<file path="config.mk">
export PLATFORM = sky130hd
export DESIGN_NAME = ptp_port_t
export DESIGN_NICKNAME = d
export VERILOG_FILES = /design/src/ptp_pkg.sv /design/src/ptp_port_t.sv
export SDC_FILE = /design/constraint.sdc
export NUM_CORES = 1
export LEC_CHECK = 0
export BUFFER_PORTS_ARGS = -buffer_cell sky130_fd_sc_hd__buf_2
export CORE_MARGIN = 2
export CORE_UTILIZATION = 55
export DETAILED_ROUTE_END_ITERATION = 10
export HOLD_SLACK_MARGIN = 0.12
export PLACE_DENSITY_LB_ADDON = 0.08
export SLEW_MARGIN = 5
export SYNTH_ARGS = -nofsm -noshare
export SYNTH_HDL_FRONTEND = slang
export SYNTH_SLANG_ARGS = --single-unit
</file>
<file path="constraint.sdc">
create_clock -name clk -period 6.6 [get_ports clk]
set_clock_uncertainty 0.2 [all_clocks]
set_input_delay 0.66 -clock clk [delete_from_list [all_inputs] [get_ports clk]]
set_output_delay 0.66 -clock clk [all_outputs]
set_load 0.03 [all_outputs]
</file>
<file path="src/ptp_pkg.sv">
// Register map, reset values and field layout of the port T pin controller
package ptp_pkg;

  // Register widths
  localparam int unsigned ADDR_W           = 8;
  localparam int unsigned DATA_W           = 8;
  localparam int unsigned PIN_W            = 8;
  localparam int unsigned ROUTE_W          = 5;
  localparam int unsigned TIMER_ACTION_W   = 2 * PIN_W;

  // Register offsets, byte addresses on the plain register port
  localparam logic [7:0] OFS_OUTPUT_LATCH   = 8'h00;
  localparam logic [7:0] OFS_PIN_LEVEL      = 8'h01;
  localparam logic [7:0] OFS_DIRECTION      = 8'h02;
  localparam logic [7:0] OFS_DRIVE_STRENGTH = 8'h03;
  localparam logic [7:0] OFS_PULL_ON        = 8'h04;
  localparam logic [7:0] OFS_PULL_POLARITY  = 8'h05;
  localparam logic [7:0] OFS_ROUTING        = 8'h07;
  localparam logic [7:0] OFS_INT_ENABLE     = 8'h10;
  localparam logic [7:0] OFS_INT_STATUS     = 8'h11;

  // Values after reset
  localparam logic [7:0] RST_OUTPUT_LATCH   = 8'h00;
  localparam logic [7:0] RST_DIRECTION      = 8'h00;
  localparam logic [7:0] RST_DRIVE_STRENGTH = 8'h00;
  localparam logic [7:0] RST_PULL_ON        = 8'h00;
  localparam logic [7:0] RST_PULL_POLARITY  = 8'h00;
  localparam logic [4:0] RST_ROUTING        = 5'h00;
  localparam logic [7:0] RST_INT_ENABLE     = 8'h00;
  localparam logic [7:0] RST_INT_STATUS     = 8'h00;
  localparam logic [7:0] RST_PIN_SAMPLE     = 8'h00;
  localparam logic [7:0] RST_READ_DATA      = 8'h00;

  // Value read back from an unmapped offset
  localparam logic [7:0] UNMAPPED_READ      = 8'h00;

  // Field positions
  localparam int unsigned TIMER_GLOBAL_EN_BIT = 7;
  localparam int unsigned ROUTED_PIN_MSB      = 4;

  // Timer output action code meaning "pin disconnected from the timer"
  localparam logic [1:0] TIMER_ACTION_OFF   = 2'h0;

  // Cycles from pin edge to readable level (two synchroniser flops)
  localparam int unsigned SYNC_STAGES       = 2;

  // Pin ownership, one-hot
  typedef enum logic [2:0] {
    PTP_OWN_GPIO  = 3'h1,
    PTP_OWN_TIMER = 3'h2,
    PTP_OWN_PWM   = 3'h4
  } ptp_owner_t;

endpackage : ptp_pkg

</file>
<file path="src/ptp_port_t.sv">
// Port T pin controller: registers, pin muxing, pulls, drive and edge interrupts
//
// How it works
// - Pull select chooses interrupt edge when enabled
// - Input pull: select 0 up, 1 down
// - Output drives latch level, pull forced off
// - Select 0 falling, 1 rising, any direction
// - Register reads are registered on the clock
// - Data read: latch if output, else pin
// - Timer output channel takes over its pin
// - Pins 4-0: PWM, then timer, then latch
// - Timer active: enabled, compare/toggle, output action not off
// - Pin level read always; writes ignored
// - Direction bit 0 input, 1 output
// - Owned pin forced output, direction kept
// - Direction bit rules again after release
// - Capture input always sees the pin
// - Reduced drive only matters on outputs
// - All pull devices off after reset
// - Routing bit 0 timer, 1 PWM
//
// Our own choice: the plain strobed port.
`timescale 1ns/100ps

module ptp_port_t #(
  parameter int unsigned PIN_W   = ptp_pkg::PIN_W,
  parameter int unsigned ROUTE_W = ptp_pkg::ROUTE_W
) (
  // Clock and reset
  input  wire logic                          clk,
  input  wire logic                          sys_rst,

  // Register port
  input  wire logic [ptp_pkg::ADDR_W-1:0]    reg_addr,
  input  wire logic [ptp_pkg::DATA_W-1:0]    reg_wr_data,
  input  wire logic                          reg_wr_en,
  input  wire logic                          reg_rd_en,
  output logic      [ptp_pkg::DATA_W-1:0]    reg_rd_data,

  // Timer module controls and channel outputs
  input  wire logic [ptp_pkg::DATA_W-1:0]    timer_system_control,
  input  wire logic [PIN_W-1:0]              timer_compare_select,
  input  wire logic [PIN_W-1:0]              timer_overflow_toggle,
  input  wire logic [PIN_W-1:0]              timer_output_action_high,
  input  wire logic [PIN_W-1:0]              timer_output_action_low,
  input  wire logic [PIN_W-1:0]              timer_channel_out,
  output logic      [PIN_W-1:0]              timer_capture_in,

  // PWM module channel enables and outputs
  input  wire logic [ROUTE_W-1:0]            pwm_channel_enable,
  input  wire logic [ROUTE_W-1:0]            pwm_channel_out,

  // Pads
  input  wire logic [PIN_W-1:0]              pin_in,
  output logic      [PIN_W-1:0]              pin_out,
  output logic      [PIN_W-1:0]              pin_oe,
  output logic      [PIN_W-1:0]              pin_reduced_drive,
  output logic      [PIN_W-1:0]              pin_pull_up_en,
  output logic      [PIN_W-1:0]              pin_pull_down_en,

  // Interrupt
  output logic                               irq
);

  // Software registers
  logic [PIN_W-1:0]   output_latch_r;
  logic [PIN_W-1:0]   direction_r;
  logic [PIN_W-1:0]   drive_strength_r;
  logic [PIN_W-1:0]   pull_on_r;
  logic [PIN_W-1:0]   pull_polarity_r;
  logic [ROUTE_W-1:0] routing_r;
  logic [PIN_W-1:0]   interrupt_enable_r;
  logic [PIN_W-1:0]   int_status_r;
  logic [PIN_W-1:0]   int_status_nxt;

  // Pin sampling
  logic [PIN_W-1:0]   pin_meta_r;
  logic [PIN_W-1:0]   pin_sync_r;
  logic [PIN_W-1:0]   pin_prev_r;

  // Pin function selection
  logic [PIN_W-1:0]   timer_active;
  logic [PIN_W-1:0]   pwm_owns;
  logic [PIN_W-1:0]   drive_level;
  logic [PIN_W-1:0]   drive_enable;
  logic [PIN_W-1:0]   edge_event;
  ptp_pkg::ptp_owner_t owner [PIN_W];

  // Bus decode
  logic               wr_latch;
  logic               wr_direction;
  logic               wr_drive;
  logic               wr_pull_on;
  logic               wr_pull_pol;
  logic               wr_routing;
  logic               wr_int_enable;
  logic               wr_int_status;
  logic [ptp_pkg::DATA_W-1:0] rd_value;

  // Timer channel drives its pin when the timer runs, the channel compares
  // or toggles on overflow, and its output action connects it to the pin.
  function automatic logic timer_drives(
    input logic       global_en,
    input logic       compare,
    input logic       ovf_toggle,
    input logic [1:0] action
  );
    timer_drives = global_en && (compare || ovf_toggle)
                   && (action != ptp_pkg::TIMER_ACTION_OFF);
  endfunction : timer_drives

  // Narrows a bus word to a register of PIN_W bits
  function automatic logic [PIN_W-1:0] to_pins(input logic [ptp_pkg::DATA_W-1:0] word);
    to_pins = word[PIN_W-1:0];
  endfunction : to_pins

  // Widens a PIN_W register to a bus word, upper bits zero
  function automatic logic [ptp_pkg::DATA_W-1:0] to_word(input logic [PIN_W-1:0] bits);
    logic [ptp_pkg::DATA_W-1:0] w;
    w = '0;
    w[PIN_W-1:0] = bits;
    to_word = w;
  endfunction : to_word

  // ---------------------------------------------------------------
  // Write decode. The pin level register has no write enable at all.
  // ---------------------------------------------------------------
  always_comb begin
    wr_latch      = reg_wr_en && (reg_addr == ptp_pkg::OFS_OUTPUT_LATCH);
    wr_direction  = reg_wr_en && (reg_addr == ptp_pkg::OFS_DIRECTION);
    wr_drive      = reg_wr_en && (reg_addr == ptp_pkg::OFS_DRIVE_STRENGTH);
    wr_pull_on    = reg_wr_en && (reg_addr == ptp_pkg::OFS_PULL_ON);
    wr_pull_pol   = reg_wr_en && (reg_addr == ptp_pkg::OFS_PULL_POLARITY);
    wr_routing    = reg_wr_en && (reg_addr == ptp_pkg::OFS_ROUTING);
    wr_int_enable = reg_wr_en && (reg_addr == ptp_pkg::OFS_INT_ENABLE);
    wr_int_status = reg_wr_en && (reg_addr == ptp_pkg::OFS_INT_STATUS);
  end

  // Output latch
  always_ff @(posedge clk) begin
    if (sys_rst) begin
      output_latch_r <= to_pins(ptp_pkg::RST_OUTPUT_LATCH);
    end else if (wr_latch) begin
      output_latch_r <= to_pins(reg_wr_data);
    end
  end

  // Direction; never altered by timer or PWM ownership
  always_ff @(posedge clk) begin
    if (sys_rst) begin
      direction_r <= to_pins(ptp_pkg::RST_DIRECTION);
    end else if (wr_direction) begin
      direction_r <= to_pins(reg_wr_data);
    end
  end

  // Drive strength
  always_ff @(posedge clk) begin
    if (sys_rst) begin
      drive_strength_r <= to_pins(ptp_pkg::RST_DRIVE_STRENGTH);
    end else if (wr_drive) begin
      drive_strength_r <= to_pins(reg_wr_data);
    end
  end

  // Pull enable and pull polarity
  always_ff @(posedge clk) begin
    if (sys_rst) begin
      pull_on_r       <= to_pins(ptp_pkg::RST_PULL_ON);
      pull_polarity_r <= to_pins(ptp_pkg::RST_PULL_POLARITY);
    end else begin
      if (wr_pull_on) begin
        pull_on_r <= to_pins(reg_wr_data);
      end
      if (wr_pull_pol) begin
        pull_polarity_r <= to_pins(reg_wr_data);
      end
    end
  end

  // Module routing for the low pins
  always_ff @(posedge clk) begin
    if (sys_rst) begin
      routing_r <= ptp_pkg::RST_ROUTING;
    end else if (wr_routing) begin
      routing_r <= reg_wr_data[ROUTE_W-1:0];
    end
  end

  // Interrupt enable, also the mask onto irq
  always_ff @(posedge clk) begin
    if (sys_rst) begin
      interrupt_enable_r <= to_pins(ptp_pkg::RST_INT_ENABLE);
    end else if (wr_int_enable) begin
      interrupt_enable_r <= to_pins(reg_wr_data);
    end
  end

  // ---------------------------------------------------------------
  // Pin sampling: two flops before any logic, a third for edges.
  // The first flop feeds the second only.
  // ---------------------------------------------------------------
  always_ff @(posedge clk) begin
    if (sys_rst) begin
      pin_meta_r <= to_pins(ptp_pkg::RST_PIN_SAMPLE);
      pin_sync_r <= to_pins(ptp_pkg::RST_PIN_SAMPLE);
    end else begin
      pin_meta_r <= pin_in;
      pin_sync_r <= pin_meta_r;
    end
  end

  always_ff @(posedge clk) begin
    if (sys_rst) begin
      pin_prev_r <= to_pins(ptp_pkg::RST_PIN_SAMPLE);
    end else begin
      pin_prev_r <= pin_sync_r;
    end
  end

  // Capture input follows the pin whatever owns it
  always_ff @(posedge clk) begin
    if (sys_rst) begin
      timer_capture_in <= to_pins(ptp_pkg::RST_PIN_SAMPLE);
    end else begin
      timer_capture_in <= pin_sync_r;
    end
  end

  // ---------------------------------------------------------------
  // Pin function selection
  // ---------------------------------------------------------------
  always_comb begin
    for (int i = 0; i < PIN_W; i++) begin
      timer_active[i] = timer_drives(
        timer_system_control[ptp_pkg::TIMER_GLOBAL_EN_BIT],
        timer_compare_select[i],
        timer_overflow_toggle[i],
        {timer_output_action_high[i], timer_output_action_low[i]});
      // Only the low pins can be routed to PWM
      if (i < ROUTE_W) begin
        pwm_owns[i] = routing_r[i] && pwm_channel_enable[i];
      end else begin
        pwm_owns[i] = 1'b0;
      end
    end
  end

  always_comb begin
    for (int i = 0; i < PIN_W; i++) begin
      if (pwm_owns[i]) begin
        owner[i] = ptp_pkg::PTP_OWN_PWM;
      end else if (timer_active[i]) begin
        owner[i] = ptp_pkg::PTP_OWN_TIMER;
      end else begin
        owner[i] = ptp_pkg::PTP_OWN_GPIO;
      end
    end
  end

  always_comb begin
    for (int i = 0; i < PIN_W; i++) begin
      drive_level[i]  = output_latch_r[i];
      drive_enable[i] = direction_r[i];
      unique case (owner[i])
        ptp_pkg::PTP_OWN_PWM: begin
          if (i < ROUTE_W) begin
            drive_level[i] = pwm_channel_out[i];
          end
          drive_enable[i] = 1'b1;
        end
        ptp_pkg::PTP_OWN_TIMER: begin
          drive_level[i]  = timer_channel_out[i];
          drive_enable[i] = 1'b1;
        end
        ptp_pkg::PTP_OWN_GPIO: begin
          drive_level[i]  = output_latch_r[i];
          drive_enable[i] = direction_r[i];
        end
      endcase
    end
  end

  // Pad controls, registered so the pads see clean levels. Pulls follow
  // the effective direction: a pin seized by the timer loses its pull too.
  always_ff @(posedge clk) begin
    if (sys_rst) begin
      pin_out           <= '0;
      pin_oe            <= '0;
      pin_reduced_drive <= '0;
    end else begin
      pin_out           <= drive_level;
      pin_oe            <= drive_enable;
      pin_reduced_drive <= drive_strength_r & drive_enable;
    end
  end

  always_ff @(posedge clk) begin
    if (sys_rst) begin
      pin_pull_up_en   <= '0;
      pin_pull_down_en <= '0;
    end else begin
      pin_pull_up_en   <= pull_on_r & ~pull_polarity_r & ~drive_enable;
      pin_pull_down_en <= pull_on_r & pull_polarity_r & ~drive_enable;
    end
  end

  // ---------------------------------------------------------------
  // Edge interrupts on the synchronised level, any direction.
  // A new edge beats a clearing write in the same cycle.
  // ---------------------------------------------------------------
  always_comb begin
    for (int i = 0; i < PIN_W; i++) begin
      if (pull_polarity_r[i]) begin
        edge_event[i] = pin_sync_r[i] && !pin_prev_r[i];
      end else begin
        edge_event[i] = !pin_sync_r[i] && pin_prev_r[i];
      end
    end
    int_status_nxt = int_status_r;
    if (wr_int_status) begin
      int_status_nxt = int_status_r & ~to_pins(reg_wr_data);
    end
    int_status_nxt = int_status_nxt | (edge_event & interrupt_enable_r);
  end

  always_ff @(posedge clk) begin
    if (sys_rst) begin
      int_status_r <= to_pins(ptp_pkg::RST_INT_STATUS);
    end else begin
      int_status_r <= int_status_nxt;
    end
  end

  always_ff @(posedge clk) begin
    if (sys_rst) begin
      irq <= 1'b0;
    end else begin
      irq <= |(int_status_nxt & interrupt_enable_r);
    end
  end

  // ---------------------------------------------------------------
  // Read mux. Pin values come from the synchroniser, so a direction
  // change shows in read data only after it settles.
  // ---------------------------------------------------------------
  always_comb begin
    unique case (reg_addr)
      ptp_pkg::OFS_OUTPUT_LATCH: begin
        rd_value = to_word((direction_r & output_latch_r)
                           | (~direction_r & pin_sync_r));
      end
      ptp_pkg::OFS_PIN_LEVEL: begin
        rd_value = to_word(pin_sync_r);
      end
      ptp_pkg::OFS_DIRECTION: begin
        rd_value = to_word(direction_r);
      end
      ptp_pkg::OFS_DRIVE_STRENGTH: begin
        rd_value = to_word(drive_strength_r);
      end
      ptp_pkg::OFS_PULL_ON: begin
        rd_value = to_word(pull_on_r);
      end
      ptp_pkg::OFS_PULL_POLARITY: begin
        rd_value = to_word(pull_polarity_r);
      end
      ptp_pkg::OFS_ROUTING: begin
        rd_value = '0;
        rd_value[ROUTE_W-1:0] = routing_r;
      end
      ptp_pkg::OFS_INT_ENABLE: begin
        rd_value = to_word(interrupt_enable_r);
      end
      ptp_pkg::OFS_INT_STATUS: begin
        rd_value = to_word(int_status_r);
      end
      default: begin
        rd_value = ptp_pkg::UNMAPPED_READ;
      end
    endcase
  end

  // Read data stands only in the cycle after the strobe
  always_ff @(posedge clk) begin
    if (sys_rst) begin
      reg_rd_data <= ptp_pkg::RST_READ_DATA;
    end else if (reg_rd_en) begin
      reg_rd_data <= rd_value;
    end else begin
      reg_rd_data <= ptp_pkg::RST_READ_DATA;
    end
  end

endmodule : ptp_port_t

</file>
# == After elaboration in Yosys (flattened, before gate mapping) ==
# Cells that the tools add are included.
# totals
regBits,134
inputBits,86
output_inout_bits,57
word_cells,194
# classes
eq_ne,32
muxes,39
n_bitwise,17
reduce_logical,88
# op_table
cell,n
AND 8 bit,10
case mux 8 bit (9 select lines),1
logical AND 1 bit,45
NOT 8 bit,4
"== test 3 x 1 -> 1 bit, second input constant",8
"== test 3 x 2 -> 1 bit, second input constant",8
"== test 3 bit, second input constant",8
"== test 8 x 3 -> 1 bit, second input constant",3
OR reduction 2 bit,9
"== test 8 x 2 -> 1 bit, second input constant",2
"== test 8 x 5 -> 1 bit, second input constant",2
zero test 1 bit,16
2-to-1 mux 2 bit,8
bitwise OR 8 bit,2
case mux 1 bit (2 select lines),8
nonzero test 2 bit,8
2-to-1 mux 3 bit,5
case mux 1 bit (3 select lines),5
2-to-1 mux 1 bit,11
"== test 8 x 1 -> 1 bit, second input constant",1
zero test 8 bit,1
logical OR 1 bit,8
2-to-1 mux 8 bit,1
OR reduction 8 bit,1
NOT 1 bit,1

# == Depth between registers and ports, before layout ==
# logic_depth
ltp_word,10
depth_mapped,7
depth_no_buf,5

# == Least setup slack after synthesis ==
# Ideal clock, no wire load.
# synth_path
kind,input to register
startpoint,input reg_addr[3] (netlist name)
endpoint,register irq
setup_time_ps,139
arrival_time_ps,2266
t_required_ps,6261
path_slack_ps,3996
path_stages,6
path_buffers,1
cell_sequence,or4_1 > buf_4 > nor3_4 > nand3_1 > a2111oi_2 > a41oi_1
# synth_between
elab_chain_len,6
# synth_rtl
item,line_no,rtl
"start, declared",ptp_port_t.sv:34,"input wire logic [ptp_pkg::ADDR_W-1:0] reg_addr,"
== test 8 x 5 -> 1 bit,ptp_port_t.sv:136,wr_int_status = reg_wr_en && (reg_addr == ptp_pkg::OFS_INT_STATUS);
logical AND 1 bit,ptp_port_t.sv:136,
2-to-1 mux 8 bit,ptp_port_t.sv:321,if (wr_int_status) begin
bitwise OR 8 bit,ptp_port_t.sv:324,int_status_nxt = int_status_nxt | (edge_event & interrupt_enable_r);
AND 8 bit,ptp_port_t.sv:339,irq <= |(int_status_nxt & interrupt_enable_r);
OR reduction 8 bit,ptp_port_t.sv:339,
"end signal, assigned",ptp_port_t.sv:339,
"end, declared",ptp_port_t.sv:62,output logic irq
# Every way passes these cells.
# A chain may end at the register's enable or synchronous reset.

# == Worst setup path in the final report ==
# layout_path
startpoint,input reg_addr[3] (netlist name)
endpoint,register pull_on_r[1]
# layout_between
elab_chain_len,2
# layout_rtl
item,line_no,rtl
== test 8 x 3 -> 1 bit,ptp_port_t.sv:132,wr_pull_on = reg_wr_en && (reg_addr == ptp_pkg::OFS_PULL_ON);
logical AND 1 bit,ptp_port_t.sv:132,
"end signal, assigned",ptp_port_t.sv:169,pull_on_r <= to_pins(ptp_pkg::RST_PULL_ON);
"end signal, assigned",ptp_port_t.sv:173,pull_on_r <= to_pins(reg_wr_data);
"end, declared",ptp_port_t.sv:69,logic [PIN_W-1:0] pull_on_r;
# Every way passes these cells.

==> results.toml <==
[place]
pre_cts_ws_ns = 3.115
place_hpwl_mm = 9.540
gp_congestion = 0.9071
portBuffers = 135

[critical_path]
worst_r2r_path_depth = 5
critical_path.endpoint = "pull_on_r[1]$_SDFFE_PP0P_"
cp.arrival_ns = 3.20
end_kind = "flip-flop"
cp_max_fo = 17
timing.rr.start = "pull_polarity_r[6]$_SDFFE_PP0P_"
required_ns = 6.78
ff2ff_setup_slack_ns = 4.71
r2r_end = "irq$_SDFF_PP0_"
startpoint_type = "input port"
crit_path_start = "reg_addr[3]"
critPathKind = "input port to flip-flop"

[die]
die_y_um = 103.3
rows = 36
initial_utilization_pct = 55.99
die-area_um2 = 10670
core_um2 = 9684
die_w_um = 103.3
io_pins = 143

[timing]
fin_crit_sh_pct = 45.82
rsz0062_at_grt = "false"
period_minus_slack_ns = 3.024
relSlewSlack_pct = 36.84
max_freq_mhz = 330.7
finalSetupViolCount = 0
whs_ns = 0.1406
worst_pin_slew_ns = 0.9423
fin_setup_tns_ns = 0
maxSlewViolCount = 0
finalHoldViolations = 0
setup_slack_ns = 3.576

[yosys]
synthCells = 597
ys_types = 50
synth_ff_type = "dfxtp_1"
async_flop_share_pct = 0
syn_area_per_cell_um2 = 9.083
syn-num-nets = 683
synth_edf_count = 0
syn_area_um2 = 5423
ys_warn_count = 0
synth_seq_cells = 134
ys_seq_area_share_pct = 49.47

[cts]
htree_levels = 4
cts-root-buf = "clkbuf_8"
cts_setup_buffers = 0
clockBufferDepth = 2
clk_pin_slew_worst_paths_ns = 0.06
cts_sinks = 134
cts_tree = "built"
cts_buffers = 17
cts_hold_buf = 0
clkLatencyLatePin_ns = 0.52
cts_resized = 0

[hold_path]
holdCritStartpoint = "pin_in[5]"
hold_class = "input port to flip-flop"

[detailed_routing]
routedWlPerCell_um = 16.13
wl_met1_mm = 6.379
met3_length_mm = 1.171
via_per_inst = 5.645
drt-initial-drc-count = 396
wl_mm = 13.92
num_vias = 4872
drc = 0
antenna_left = 0
wl_met2_mm = 6.155
top_layer = "met4"
first_pass_iters = 7

[layout]
layout_common_cells = "134 x dfxtp_1, 134 x buf_2, 79 x nand2_1"
final_util_pct = 69.02
n_antenna_cell = 0
fillCellCount = 765
drive_gt1_share_pct = 25.48
multi_input_area_um2 = 2574
seq_area_um2 = 2683
nets = 803
area_delta_synth_final_pct = 23.26

[global_routing]
grt_pass1_wl_mm = 21.52
grt_usage_pct = 26.48
grt-ovfl-total = 0
antenna_found_initial = 0
grt_pass1_vias = 4299
grt_max_degree = 69

[pwr]
power.density_nw_per_um2 = 264.9
p_total_mw = 1.771
peakVddDrop_mv = 0.1545
p_leak_nw = 2.754

[flow_run]
maxCapViolCount = 0

[outcome]
status = "completed"
[worst min-delay path by stage]
stage                                     to  slack [ns]  cells after the start
finish              pin_meta_r[5]$_SDFF_PP0_        0.14                      2
global route        pin_meta_r[7]$_SDFF_PP0_        0.15                      2
CTS                 pin_meta_r[5]$_SDFF_PP0_        0.13                      2
detailed placement  pin_sync_r[2]$_SDFF_PP0_        0.23                      1
global placement    pin_sync_r[7]$_SDFF_PP0_        0.22                      1
floorplan           pin_sync_r[0]$_SDFF_PP0_        0.21                      1
[per-layer routing]
metal | track usage (%) | up-vias
met5 | 0 | -
met4 | 9.413 | 0
met3 | 6.855 | 20
met2 | 39.61 | 243
met1 | 37.25 | 2235
li1 | - | 2374
[cells in the mapped netlist, types with 5 or more instances]
| library cell | n | share of area [%] |
|---|---|---|
| a211oi_1 | 5 | 0.69 |
| a21oi_1 | 66 | 6.1 |
| a221oi_1 | 6 | 0.97 |
| a31oi_1 | 5 | 0.58 |
| and2_1 | 8 | 0.92 |
| buf_2 | 7 | 0.65 |
| clkbuf_1 | 31 | 2.1 |
| dfxtp_1 | 134 | 49 |
| mux2i_1 | 38 | 7.0 |
| nand2_1 | 79 | 5.5 |
| nand2b_1 | 7 | 0.81 |
| nand3_1 | 45 | 4.2 |
| nor2_1 | 37 | 2.6 |
| nor2b_1 | 30 | 3.5 |
| nor4b_1 | 5 | 0.81 |
| nor4bb_1 | 8 | 1.5 |
| o21ai_0 | 17 | 1.6 |
| o221ai_1 | 8 | 1.3 |
| o2bb2ai_1 | 5 | 0.81 |
[final cells by class]
| cell class | instances | share of cell area, % |
|---|---|---|
| timing repair buffer | 141 | 10.82 |
| inverter | 1 | 0.05616 |
| multi-input combinational | 422 | 38.51 |
| clock inverter | 9 | 1.161 |
| tap | 133 | 2.490 |
| sequential | 134 | 40.13 |
| clock buffer | 23 | 6.833 |
[kinds of logic after synthesis]
group,Yosys count,synth area share (%)
AND/OR/NAND/NOR,249,24.62
AO/OA/AOI/OAI,134,15.62
flip-flops,134,49.47
buffers and inverters,41,3.069
multiplexers,39,7.222
[where the power goes]
group          switching (mW)  total, mW  internal, mW
clock                   0.329      0.844         0.515
combinational          0.0641      0.101        0.0370
sequential            0.00552      0.825         0.820
[metrics by stage]
step,area [µm²],std cells
floorplan,5423,597
global placement,6150,831
detailed placement,6150,831
CTS,6684,863
global route,6684,863
finish,6684,863
[worst max-delay path: stages]
cell and delay [ns]:
buf_2 0.09, or4_1 0.88, nor3_2 0.90, nand2_1 0.42
nand2_1 0.17, a21oi_1 0.08
No activity file was read; power rests on OpenSTA's default activity.
